`config.mk`:
```
export PLATFORM = sky130hd
export DESIGN_NAME = tfc_top
export DESIGN_NICKNAME = d
export VERILOG_FILES = /design/src/tfc_pkg.sv /design/src/tfc_oct_if.sv /design/src/tfc_top.sv /design/src/tfc_prio_track.sv /design/src/tfc_sa_ser.sv
export SDC_FILE = /design/constraint.sdc
export NUM_CORES = 1
export LEC_CHECK = 0
export BUFFER_PORTS_ARGS = -buffer_cell sky130_fd_sc_hd__buf_2
export CORE_UTILIZATION = 40
export DETAILED_ROUTE_END_ITERATION = 8
export MAX_ROUTING_LAYER = met4
export PLACE_DENSITY = 0.67
export SYNTH_ARGS = -nofsm -noshare
export SYNTH_HDL_FRONTEND = slang
export SYNTH_HIERARCHICAL = 1
export SYNTH_SLANG_ARGS = --single-unit
```
`constraint.sdc`:
```
create_clock -name clk_sys -period 2.2 [get_ports clk_sys]
set_input_delay 0.44 -clock clk_sys [delete_from_list [all_inputs] [get_ports clk_sys]]
set_output_delay 0.44 -clock clk_sys [all_outputs]
set_load 0.1 [all_outputs]
```
`src/tfc_pkg.sv`:
```
`default_nettype none
// How it works
// - Per-priority enable gates each pause request
// - Auto XON sends zero quanta after release of a long request
// - Global PFC enable gates all priority frames
// - Pause source address fills generated frames
// - Source address never touches main datapath
// - Address least significant byte goes first
// - MTU enable selects configured max length
package tfc_pkg;
   localparam int NUM_PRIO = 3;
   localparam int SA_W = 48;
   localparam int MTU_W = 15;
   localparam int ADDR_W = 8;
   localparam int NUM_REG = 5;
   localparam logic [2:0] SA_OCT = 3'h6;
   localparam logic [2:0] OCT_LAST = 3'h5;
   localparam logic [ADDR_W-1:0] OFS_CTRL = 8'h00;
   localparam logic [ADDR_W-1:0] OFS_SA_LO = 8'h04;
   localparam logic [ADDR_W-1:0] OFS_SA_HI = 8'h08;
   localparam logic [ADDR_W-1:0] OFS_MTU = 8'h0C;
   localparam logic [ADDR_W-1:0] OFS_STAT = 8'h10;
   localparam int IDX_CTRL = 0;
   localparam int IDX_SA_LO = 1;
   localparam int IDX_SA_HI = 2;
   localparam int IDX_MTU = 3;
   localparam int IDX_STAT = 4;
   localparam int CTRL_PRIO_LSB = 0;
   localparam int CTRL_AUTO_XON = 3;
   localparam int CTRL_PFC_EN = 4;
   localparam int CTRL_LFC_EN = 5;
   localparam int SA_LO_W = 32;
   localparam int SA_HI_W = 16;
   localparam int MTU_EN_BIT = 16;
   localparam int STAT_XOFF_LSB = 0;
   localparam int STAT_XON_LSB = 4;
   localparam int STAT_BUSY = 8;
   localparam int STAT_CONFLICT = 9;
   localparam int STAT_FRAMES_LSB = 24;
   localparam logic [MTU_W-1:0] MTU_RST = 15'h05EE;
   localparam logic [MTU_W-1:0] STD_MAX_LEN = 15'h05EE;
   typedef enum logic {ARB_IDLE, ARB_SEND} tfc_arb_t;
endpackage
`default_nettype wire

```
`src/tfc_oct_if.sv`:
```
`timescale 1ns/1ps
`default_nettype none
interface tfc_oct_if;
   logic start;
   logic [47:0] addr;
   logic [7:0] octet;
   logic valid;
   logic last;
   logic busy;
   modport mst (output start, output addr, input octet, input valid, input last, input busy);
   modport slv (input start, input addr, output octet, output valid, output last, output busy);
endinterface
`default_nettype wire

```
`src/tfc_top.sv`:
```
`timescale 1ns/1ps
`default_nettype none
module tfc_top (
   input wire logic clk_sys,
   input wire logic sys_rst,
   input wire logic [tfc_pkg::ADDR_W-1:0] paddr,
   input wire logic psel,
   input wire logic penable,
   input wire logic pwrite,
   input wire logic [31:0] pwdata,
   input wire logic [3:0] pstrb,
   output logic [31:0] prdata,
   output logic pready,
   output logic pslverr,
   input wire logic prio0_pause_request,
   input wire logic prio1_pause_request,
   input wire logic prio2_pause_request,
   output logic fc_frame_start,
   output logic [1:0] fc_frame_prio,
   output logic fc_frame_xon,
   output logic [7:0] fc_sa_octet,
   output logic fc_sa_valid,
   output logic fc_sa_last,
   output logic [tfc_pkg::MTU_W-1:0] tx_max_len,
   output logic tx_mtu_limit_en,
   output logic pfc_on
);
   import tfc_pkg::*;

   typedef struct packed {
      logic [NUM_PRIO-1:0] prio_en;
      logic auto_xon;
      logic pfc_en;
      logic lfc_en;
      logic [SA_W-1:0] sa;
      logic [MTU_W-1:0] mtu_size;
      logic mtu_en;
      logic [MTU_W-1:0] max_len;
      logic [31:0] prdata;
      logic pready;
      logic pslverr;
      tfc_arb_t arb;
      logic [1:0] cur_prio;
      logic cur_xon;
      logic start;
      logic [7:0] frames;
   } tfc_top_st_t;

   tfc_top_st_t s_q;
   tfc_top_st_t s_d;
   logic [NUM_PRIO-1:0] req_v;
   logic [NUM_PRIO-1:0] xoff_p;
   logic [NUM_PRIO-1:0] xon_p;
   logic [NUM_PRIO-1:0] gx;
   logic [NUM_PRIO-1:0] gn;
   logic [NUM_REG-1:0] hit;

   tfc_oct_if oif ();

   function automatic logic [NUM_REG-1:0] tfc_dec(input logic [ADDR_W-1:0] a);
      tfc_dec = '0;
      tfc_dec[IDX_CTRL] = (a == OFS_CTRL);
      tfc_dec[IDX_SA_LO] = (a == OFS_SA_LO);
      tfc_dec[IDX_SA_HI] = (a == OFS_SA_HI);
      tfc_dec[IDX_MTU] = (a == OFS_MTU);
      tfc_dec[IDX_STAT] = (a == OFS_STAT);
   endfunction

   function automatic logic [31:0] tfc_merge(input logic [31:0] old, input logic [31:0] wd,
                                            input logic [3:0] st);
      tfc_merge = old;
      for (int b = 0; b < 4; b++) begin
         if (st[b]) begin
            tfc_merge[b*8 +: 8] = wd[b*8 +: 8];
         end
      end
   endfunction

   function automatic logic [31:0] tfc_ctrl_word(input tfc_top_st_t s);
      tfc_ctrl_word = '0;
      tfc_ctrl_word[CTRL_PRIO_LSB +: NUM_PRIO] = s.prio_en;
      tfc_ctrl_word[CTRL_AUTO_XON] = s.auto_xon;
      tfc_ctrl_word[CTRL_PFC_EN] = s.pfc_en;
      tfc_ctrl_word[CTRL_LFC_EN] = s.lfc_en;
   endfunction

   function automatic logic [31:0] tfc_mtu_word(input tfc_top_st_t s);
      tfc_mtu_word = '0;
      tfc_mtu_word[MTU_W-1:0] = s.mtu_size;
      tfc_mtu_word[MTU_EN_BIT] = s.mtu_en;
   endfunction

   assign req_v = {prio2_pause_request, prio1_pause_request, prio0_pause_request};
   assign hit = tfc_dec(paddr);

   for (genvar g = 0; g < NUM_PRIO; g++) begin : g_trk
      tfc_prio_track u_trk (
         .clk_sys(clk_sys),
         .sys_rst(sys_rst),
         .req(req_v[g]),
         .enable(s_q.prio_en[g] & s_q.pfc_en),
         .auto_xon(s_q.auto_xon),
         .grant_xoff(gx[g]),
         .grant_xon(gn[g]),
         .pend_xoff(xoff_p[g]),
         .pend_xon(xon_p[g])
      );
   end

   tfc_sa_ser u_ser (
      .clk_sys(clk_sys),
      .sys_rst(sys_rst),
      .oif(oif.slv)
   );

   // Only generated frames see the pause source address
   assign oif.start = s_q.start;
   assign oif.addr = s_q.sa;

   always_comb begin
      logic [31:0] rd;
      logic [31:0] m;
      logic wr;
      logic pick_v;
      logic pick_x;
      logic [1:0] pick_i;
      rd = '0;
      m = '0;
      wr = psel & penable & s_q.pready & pwrite;
      pick_v = 1'b0;
      pick_x = 1'b0;
      pick_i = 2'h0;
      gx = '0;
      gn = '0;
      s_d = s_q;
      s_d.start = 1'b0;

      // Register bus: answer one cycle after setup
      s_d.pready = psel & ~penable;
      if (psel && !penable) begin
         s_d.pslverr = ~|hit;
         if (hit[IDX_CTRL]) begin
            rd = tfc_ctrl_word(s_q);
         end
         if (hit[IDX_SA_LO]) begin
            rd = s_q.sa[SA_LO_W-1:0];
         end
         if (hit[IDX_SA_HI]) begin
            rd[SA_HI_W-1:0] = s_q.sa[SA_W-1:SA_LO_W];
         end
         if (hit[IDX_MTU]) begin
            rd = tfc_mtu_word(s_q);
         end
         if (hit[IDX_STAT]) begin
            rd[STAT_XOFF_LSB +: NUM_PRIO] = xoff_p;
            rd[STAT_XON_LSB +: NUM_PRIO] = xon_p;
            rd[STAT_BUSY] = (s_q.arb != ARB_IDLE);
            rd[STAT_CONFLICT] = s_q.pfc_en & s_q.lfc_en;
            rd[STAT_FRAMES_LSB +: 8] = s_q.frames;
         end
         s_d.prdata = pwrite ? 32'h0 : rd;
      end
      if (wr) begin
         if (hit[IDX_CTRL]) begin
            m = tfc_merge(tfc_ctrl_word(s_q), pwdata, pstrb);
            s_d.prio_en = m[CTRL_PRIO_LSB +: NUM_PRIO];
            s_d.auto_xon = m[CTRL_AUTO_XON];
            s_d.pfc_en = m[CTRL_PFC_EN];
            s_d.lfc_en = m[CTRL_LFC_EN];
         end
         if (hit[IDX_SA_LO]) begin
            s_d.sa[SA_LO_W-1:0] = tfc_merge(s_q.sa[SA_LO_W-1:0], pwdata, pstrb);
         end
         if (hit[IDX_SA_HI]) begin
            m = tfc_merge({16'h0, s_q.sa[SA_W-1:SA_LO_W]}, pwdata, pstrb);
            s_d.sa[SA_W-1:SA_LO_W] = m[SA_HI_W-1:0];
         end
         if (hit[IDX_MTU]) begin
            m = tfc_merge(tfc_mtu_word(s_q), pwdata, pstrb);
            s_d.mtu_size = m[MTU_W-1:0];
            s_d.mtu_en = m[MTU_EN_BIT];
         end
      end

      s_d.max_len = s_q.mtu_en ? s_q.mtu_size : STD_MAX_LEN;

      // Frame arbiter: pause before resume, lowest priority index first
      case (s_q.arb)
         ARB_IDLE: begin
            if (s_q.pfc_en) begin
               for (int i = NUM_PRIO - 1; i >= 0; i--) begin
                  if (xon_p[i] && s_q.prio_en[i]) begin
                     pick_v = 1'b1;
                     pick_x = 1'b1;
                     pick_i = 2'(i);
                  end
               end
               for (int i = NUM_PRIO - 1; i >= 0; i--) begin
                  if (xoff_p[i] && s_q.prio_en[i]) begin
                     pick_v = 1'b1;
                     pick_x = 1'b0;
                     pick_i = 2'(i);
                  end
               end
            end
            if (pick_v) begin
               s_d.start = 1'b1;
               s_d.cur_prio = pick_i;
               s_d.cur_xon = pick_x;
               s_d.arb = ARB_SEND;
               s_d.frames = s_q.frames + 8'h01;
               if (pick_x) begin
                  gn[pick_i] = 1'b1;
               end else begin
                  gx[pick_i] = 1'b1;
               end
            end
         end
         ARB_SEND: begin
            if (!s_q.start && !oif.busy) begin
               s_d.arb = ARB_IDLE;
            end
         end
         default: begin
            s_d.arb = ARB_IDLE;
         end
      endcase

      if (sys_rst) begin
         s_d = '0;
         s_d.mtu_size = MTU_RST;
         s_d.max_len = STD_MAX_LEN;
         gx = '0;
         gn = '0;
      end
   end

   always_ff @(posedge clk_sys) begin
      s_q <= s_d;
   end

   assign prdata = s_q.prdata;
   assign pready = s_q.pready;
   assign pslverr = s_q.pslverr;
   assign fc_frame_start = s_q.start;
   assign fc_frame_prio = s_q.cur_prio;
   assign fc_frame_xon = s_q.cur_xon;
   assign fc_sa_octet = oif.octet;
   assign fc_sa_valid = oif.valid;
   assign fc_sa_last = oif.last;
   assign tx_max_len = s_q.max_len;
   assign tx_mtu_limit_en = s_q.mtu_en;
   assign pfc_on = s_q.pfc_en;
endmodule
`default_nettype wire

```
`src/tfc_prio_track.sv`:
```
`timescale 1ns/1ps
`default_nettype none
module tfc_prio_track (
   input wire logic clk_sys,
   input wire logic sys_rst,
   input wire logic req,
   input wire logic enable,
   input wire logic auto_xon,
   input wire logic grant_xoff,
   input wire logic grant_xon,
   output logic pend_xoff,
   output logic pend_xon
);
   import tfc_pkg::*;
   typedef struct packed {
      logic req_q;
      logic long_q;
      logic xoff_q;
      logic xon_q;
   } tfc_trk_st_t;
   tfc_trk_st_t s_q;
   tfc_trk_st_t s_d;
   logic act;

   always_comb begin
      act = req & enable;
      s_d = s_q;
      s_d.req_q = act;
      s_d.long_q = act & s_q.req_q;
      if (grant_xoff || !enable) begin
         s_d.xoff_q = 1'b0;
      end
      if (grant_xon || !enable) begin
         s_d.xon_q = 1'b0;
      end
      // Request edge asks for a pause frame
      if (act && !s_q.req_q) begin
         s_d.xoff_q = 1'b1;
      end
      // Release after a long request asks for zero quanta
      if (s_q.req_q && s_q.long_q && !req && enable && auto_xon) begin
         s_d.xon_q = 1'b1;
      end
      if (sys_rst) begin
         s_d = '0;
      end
   end

   always_ff @(posedge clk_sys) begin
      s_q <= s_d;
   end

   assign pend_xoff = s_q.xoff_q;
   assign pend_xon = s_q.xon_q;
endmodule
`default_nettype wire

```
`src/tfc_sa_ser.sv`:
```
`timescale 1ns/1ps
`default_nettype none
module tfc_sa_ser (
   input wire logic clk_sys,
   input wire logic sys_rst,
   tfc_oct_if.slv oif
);
   import tfc_pkg::*;
   typedef struct packed {
      logic busy;
      logic [2:0] idx;
      logic [7:0] octet;
      logic valid;
      logic last;
   } tfc_ser_st_t;
   tfc_ser_st_t s_q;
   tfc_ser_st_t s_d;

   always_comb begin
      s_d = s_q;
      s_d.valid = 1'b0;
      s_d.last = 1'b0;
      if (!s_q.busy) begin
         if (oif.start) begin
            s_d.busy = 1'b1;
            s_d.idx = 3'h1;
            s_d.octet = oif.addr[7:0];
            s_d.valid = 1'b1;
         end
      end else if (s_q.idx == SA_OCT) begin
         s_d.busy = 1'b0;
      end else begin
         s_d.octet = oif.addr[{s_q.idx, 3'h0} +: 8];
         s_d.valid = 1'b1;
         s_d.last = (s_q.idx == OCT_LAST);
         s_d.idx = s_q.idx + 3'h1;
      end
      if (sys_rst) begin
         s_d = '0;
      end
   end

   always_ff @(posedge clk_sys) begin
      s_q <= s_d;
   end

   assign oif.octet = s_q.octet;
   assign oif.valid = s_q.valid;
   assign oif.last = s_q.last;
   assign oif.busy = s_q.busy;
endmodule
`default_nettype wire

```
---- After elaboration in Yosys (flattened, before gate mapping) ----
Cells that the tools add are included.
storage, ports and cells
  output and inout port bits .............. 65
  logic and storage cells ................. 195
  flip-flop bits (word level) ............. 158
  bits of input ports ..................... 52
cells by class
  add/subtract/negate cells ............... 2
  reduce and logical (&&, ||, !) cells .... 67
  bitwise gates (word level) .............. 18
  magnitude comparators ................... 2
  equality and inequality tests ........... 7
  shifts and indexed selects .............. 1
  multiplexer cells ....................... 59
operator list
  kind                                                                    number
  32-bit 2-to-1 mux                                                       3
  13-bit 2-to-1 mux                                                       4
  48-bit by 7-bit indexed part select with 8-bit output                   1
  3-bit 2-to-1 mux                                                        10
  3-bit AND reduction                                                     10
  1-bit 2-to-1 mux                                                        28
  1-bit logical AND                                                       24
  2-bit 2-to-1 mux                                                        9
  8-bit by 4-bit equality test with 1-bit output (second input constant)  2
  16-bit 2-to-1 mux                                                       1
  1-bit AND                                                               14
  2-bit nonzero test                                                      7
  1-bit zero test                                                         13
  8-bit by 1-bit adder with 8-bit output (second input constant)          1
  8-bit by 3-bit equality test with 1-bit output (second input constant)  1
  8-bit by 5-bit equality test with 1-bit output (second input constant)  1
  8-bit zero test                                                         1
  8-bit 2-to-1 mux                                                        1
  3-bit equality test (second input constant)                             2
  1-bit logical OR                                                        6
  6-bit 2-to-1 mux                                                        1
  5-bit OR reduction                                                      1
  1-bit inverter                                                          4
  2-bit AND reduction                                                     2
  other kinds (8)                                                         9

---- Logic depth before layout (Yosys ltp) ----
  depth in word-level cells ............... 20
  mapped depth ............................ 6
  gate-level depth less buffers ........... 6

---- Modules after synthesis ----
Netlist, hierarchy kept.
by module, submodules not included
  module          sequential area each (µm²)  cells each  area an instance (µm²)  instances
  tfc_top         2642.5                      639         5864.4                  1
  tfc_sa_ser      260.2                       112         1132.3                  1
  tfc_prio_track  80.1                        13          138.9                   3

---- Least setup slack after synthesis ----
No wires, ideal clock.
  path type ............................... register -> register
  from .................................... reg s_q (netlist bit pready)
  to ...................................... reg s_q (netlist bit oif.addr[32])
  data required time ...................... 2.072 ns
  setup slack ............................. -0.128 ns
  cell stages (with the launch flop) ...... 6
  data arrival time ....................... 2.200 ns
  cells stage by stage .................... dfxtp_1 and4_1 buf_1 nand4_2 mux2i_1 nor2_1
between the ends
  cells in the longest elaborated chain, start to end .. 3
RTL lines
  item                           RTL line        source
  from (decl)                    tfc_top.sv:49   tfc_top_st_t s_q;
  from (signal assigned)         tfc_top.sv:239  s_q <= s_d;
  1-bit AND (2 in a row)         tfc_top.sv:129  wr = psel & penable & s_q.pready & pwrite;
  3-bit AND reduction (no line)  -
Every way passes these cells.
A chain may end at the register's enable or synchronous reset.

==> qor.txt <==
crit-path cells = buf_2
PortBufs = 116
final slew viol count = 0
# setup viols final = 0
Slowest-stage cell, CP = dfxtp_1
Post-DP Area = 7940 um2
Crit path buffers/inverters = 1
Synth top area share = 42.4%
r2r endpoint = oif.addr[47]
DRC viols = 22
clock buffer depth = 2
WL per Instance = 18.1 um
cts hold-fix bufs = 0
GR Overflow Total = 0
setup slack at placement = 0.00108 ns
CTS clk-pin slew, worst paths = 0.06 ns
total core area = 18,100 um2
first-pass iteration count of the detailed router = 9
Worst Setup End Kind = primary output
Final Wtd Congestion = 0.903
Hold Violations, Final = 0
fillers = 1,781
number of core rows = 49
failing checks = design-rule violations
minimum clock period = 1.91 ns
Resized cells post-CTS = 0
reg-to-reg startpoint = pready
type of the worst setup path = reg -> out
initial antenna violation count = 1
min-delay src = pwdata[21]
crit share post-route = 87.0%
Critical path destination = fc_sa_valid
Slew HR = 65.1%
initial core utilization = 41.0%
RSZ-0062 raised after global routing = false
internal reg-to-reg setup slack = 0.42 ns
P_leak = 0.00377 uW
Max Fclk = 523 MHz
Slew @ Worst Pin = 0.527 ns
register area share after synthesis = 42.4%
num ports = 117
first-pass GRT wire length = 31.6 mm
share of layout cells above drive strength 1 = 24.7%
Crit. Startpoint = u_ser/oif.busy
Worst path top cell family by delay = flip-flops
Cell Pwr Density = 712 nW/um2
Inserted Clock Buffers = 17
postcts setup bufs = 0
DR vias/cell = 5.42
CP Max Fanout = 10
critical path depth = 1
Async SR Flop Fraction = 0%
R2R cell count = 4
post-route setup slack = 0.286 ns
CP startpoint kind = register
post-route ant nets = 0
most frequent cells in the layout = dfxtp_1, buf_2, nor2_1, mux2i_1, o21ai_0
clock sinks = 157
Die Ht = 138 um
syn_area_per_cell = 9.38 um2
Final nets = 915
clk_lat worst skew = 0.44 ns
slowest stage delay, CP = 0.53 ns
Hold Path Class = in -> reg
Synth Net Count = 843
setup TNS = 0 ns
Chip Width = 138 um
CTS tree = done
gr usage total = 22.0%
CP Data Arrival Time = 1.47 ns
initial drt markers = 586
outcome = finished, violations left
Max Cap Viol = 0
via count = 5,984
Distinct cells, synth = 62
synthesized instance count = 790
Finished Cell Area = 8530 um2
Routed WL = 20.0 mm
CP required = 1.76 ns
vias in the first global route = 5,641
flops & latches, synth = 157
root buf cell = clkbuf_16
H-tree depth = 4
die area = 19,100 um2
Synth Warn # = 6
Worst Skew = 0.0104 ns
Synth area leaders = dfxtp_1, mux2i_1, buf_4
largest net degree at the start of global routing = 42
ys flop type = dfxtp_1
area grow syn2layout = 15.1%
cell total after placement = 1,072
Max VDD drop = 0.000543 V
most common cell after layout, fill and taps aside = dfxtp_1
cell taking the most area after synthesis = dfxtp_1
number of flops mapped to enable cells by yosys = 0
final std cells w/o fill = 1,104
Synth Cell Area = 7410 um2
dpl hpwl = 15.1 mm
registers in the layout, indices dropped and copies added (netlist names):
name	count
fc_frame_prio	2
g_trk.u_trk/pend_xon	3
oif.addr	48
pfc_on	1
fc_frame_xon	1
tx_max_len	15
prdata	32
pready	1
tx_mtu_limit_en	1
u_ser/oif.last	1
u_ser/oif.busy	1
g_trk.u_trk/s_q	6
g_trk.u_trk/pend_xoff	3
u_ser/oif.octet	8
pslverr	1
s_q	29
u_ser/s_q	3
fc_frame_start	1
where the power goes:
group	internal (uW)	switching (uW)	total, uW	leakage, uW
logic	92.2	188	280	0.00221
clock network	1780	1170	2950	0.000295
registers	2840	1.59	2850	0.00127
total	4720	1360	6070	0.00377
cell families (layout without fill, tap and decap cells):
| family | Yosys count | after routing | synth area share [%] |
|---|---|---|---|
| other | 0 | 1 | 0 |
| AOI/OAI and AO/OA | 163 | 163 | 15.3 |
| DFF | 157 | 157 | 42.4 |
| and+or+nand+nor | 261 | 261 | 19.3 |
| buffers and inverters | 109 | 193 | 9.16 |
| xor gates and xnor gates | 3 | 3 | 0.354 |
| muxes | 96 | 96 | 13.3 |
| adders and majority gates | 1 | 1 | 0.169 |
area by class of cell:
cell class / count / area [um2] / share of cell area [%]
multi-input cells: 524 / 3590 / 42.1
clock buffers: 21 / 480 / 5.63
inverters: 7 / 26.3 / 0.308
repair buffers: 155 / 888 / 10.4
diodes: 1 / 2.50 / 0.0293
clock inverters: 10 / 114 / 1.33
well taps: 229 / 287 / 3.36
flip-flops and latches: 157 / 3140 / 36.8
per-layer routing:
metal  GRT usage, %  wire length, um  vias up
met5              -                0        -
met1           29.1             9410     2844
met2           32.5             8920      174
li1               -                -     2937
met3           5.20             1200       29
met4           8.40              457        0
worst register-to-register path, stage by stage, from the launching register on:
cell     delay (ns)
dfxtp_2        0.34
and4_1         0.52
nand4_2        0.45
mux2i_1        0.28
nor2_1         0.06
cell usage after synthesis, types with 6 or more instances:
cell type	n
clkbuf_1	29
buf_4	59
nand4b_1	8
a21o_1	7
a22oi_1	15
mux2i_1	77
o22ai_1	7
buf_6	6
nand2_1	45
nand2b_1	25
mux2_2	9
mux2_1	9
o21ai_0	47
nand3_1	8
nand4_2	7
a21oi_1	25
a211o_1	6
inv_1	6
nor2_1	91
nor3_1	15
and2_1	13
a211oi_1	8
a221o_1	16
dfxtp_1	157
o2bb2ai_1	8
nor2b_1	10
a32o_1	8
how the worst min path moves through the flow:
stage	endpoint	slack, ns	cells after the start
after floorplan	tx_max_len[3]	0.42	1
after global placement	prdata[9]	0.43	2
after detailed placement	prdata[9]	0.44	2
after CTS	oif.addr[22]	0.23	3
after global routing	oif.addr[21]	0.24	3
final	oif.addr[21]	0.24	3
through the flow:
step                hold WS (ns)  utilization (%)  total power [uW]
global placement           0.433             43.9              3190
global route               0.240             47.2              6270
finish                     0.241             47.2              6070
detailed placement         0.435             43.9              3190
floorplan                  0.420                -              3040
CTS                        0.232             47.2              6120
Power figures use the tool's default switching activity.
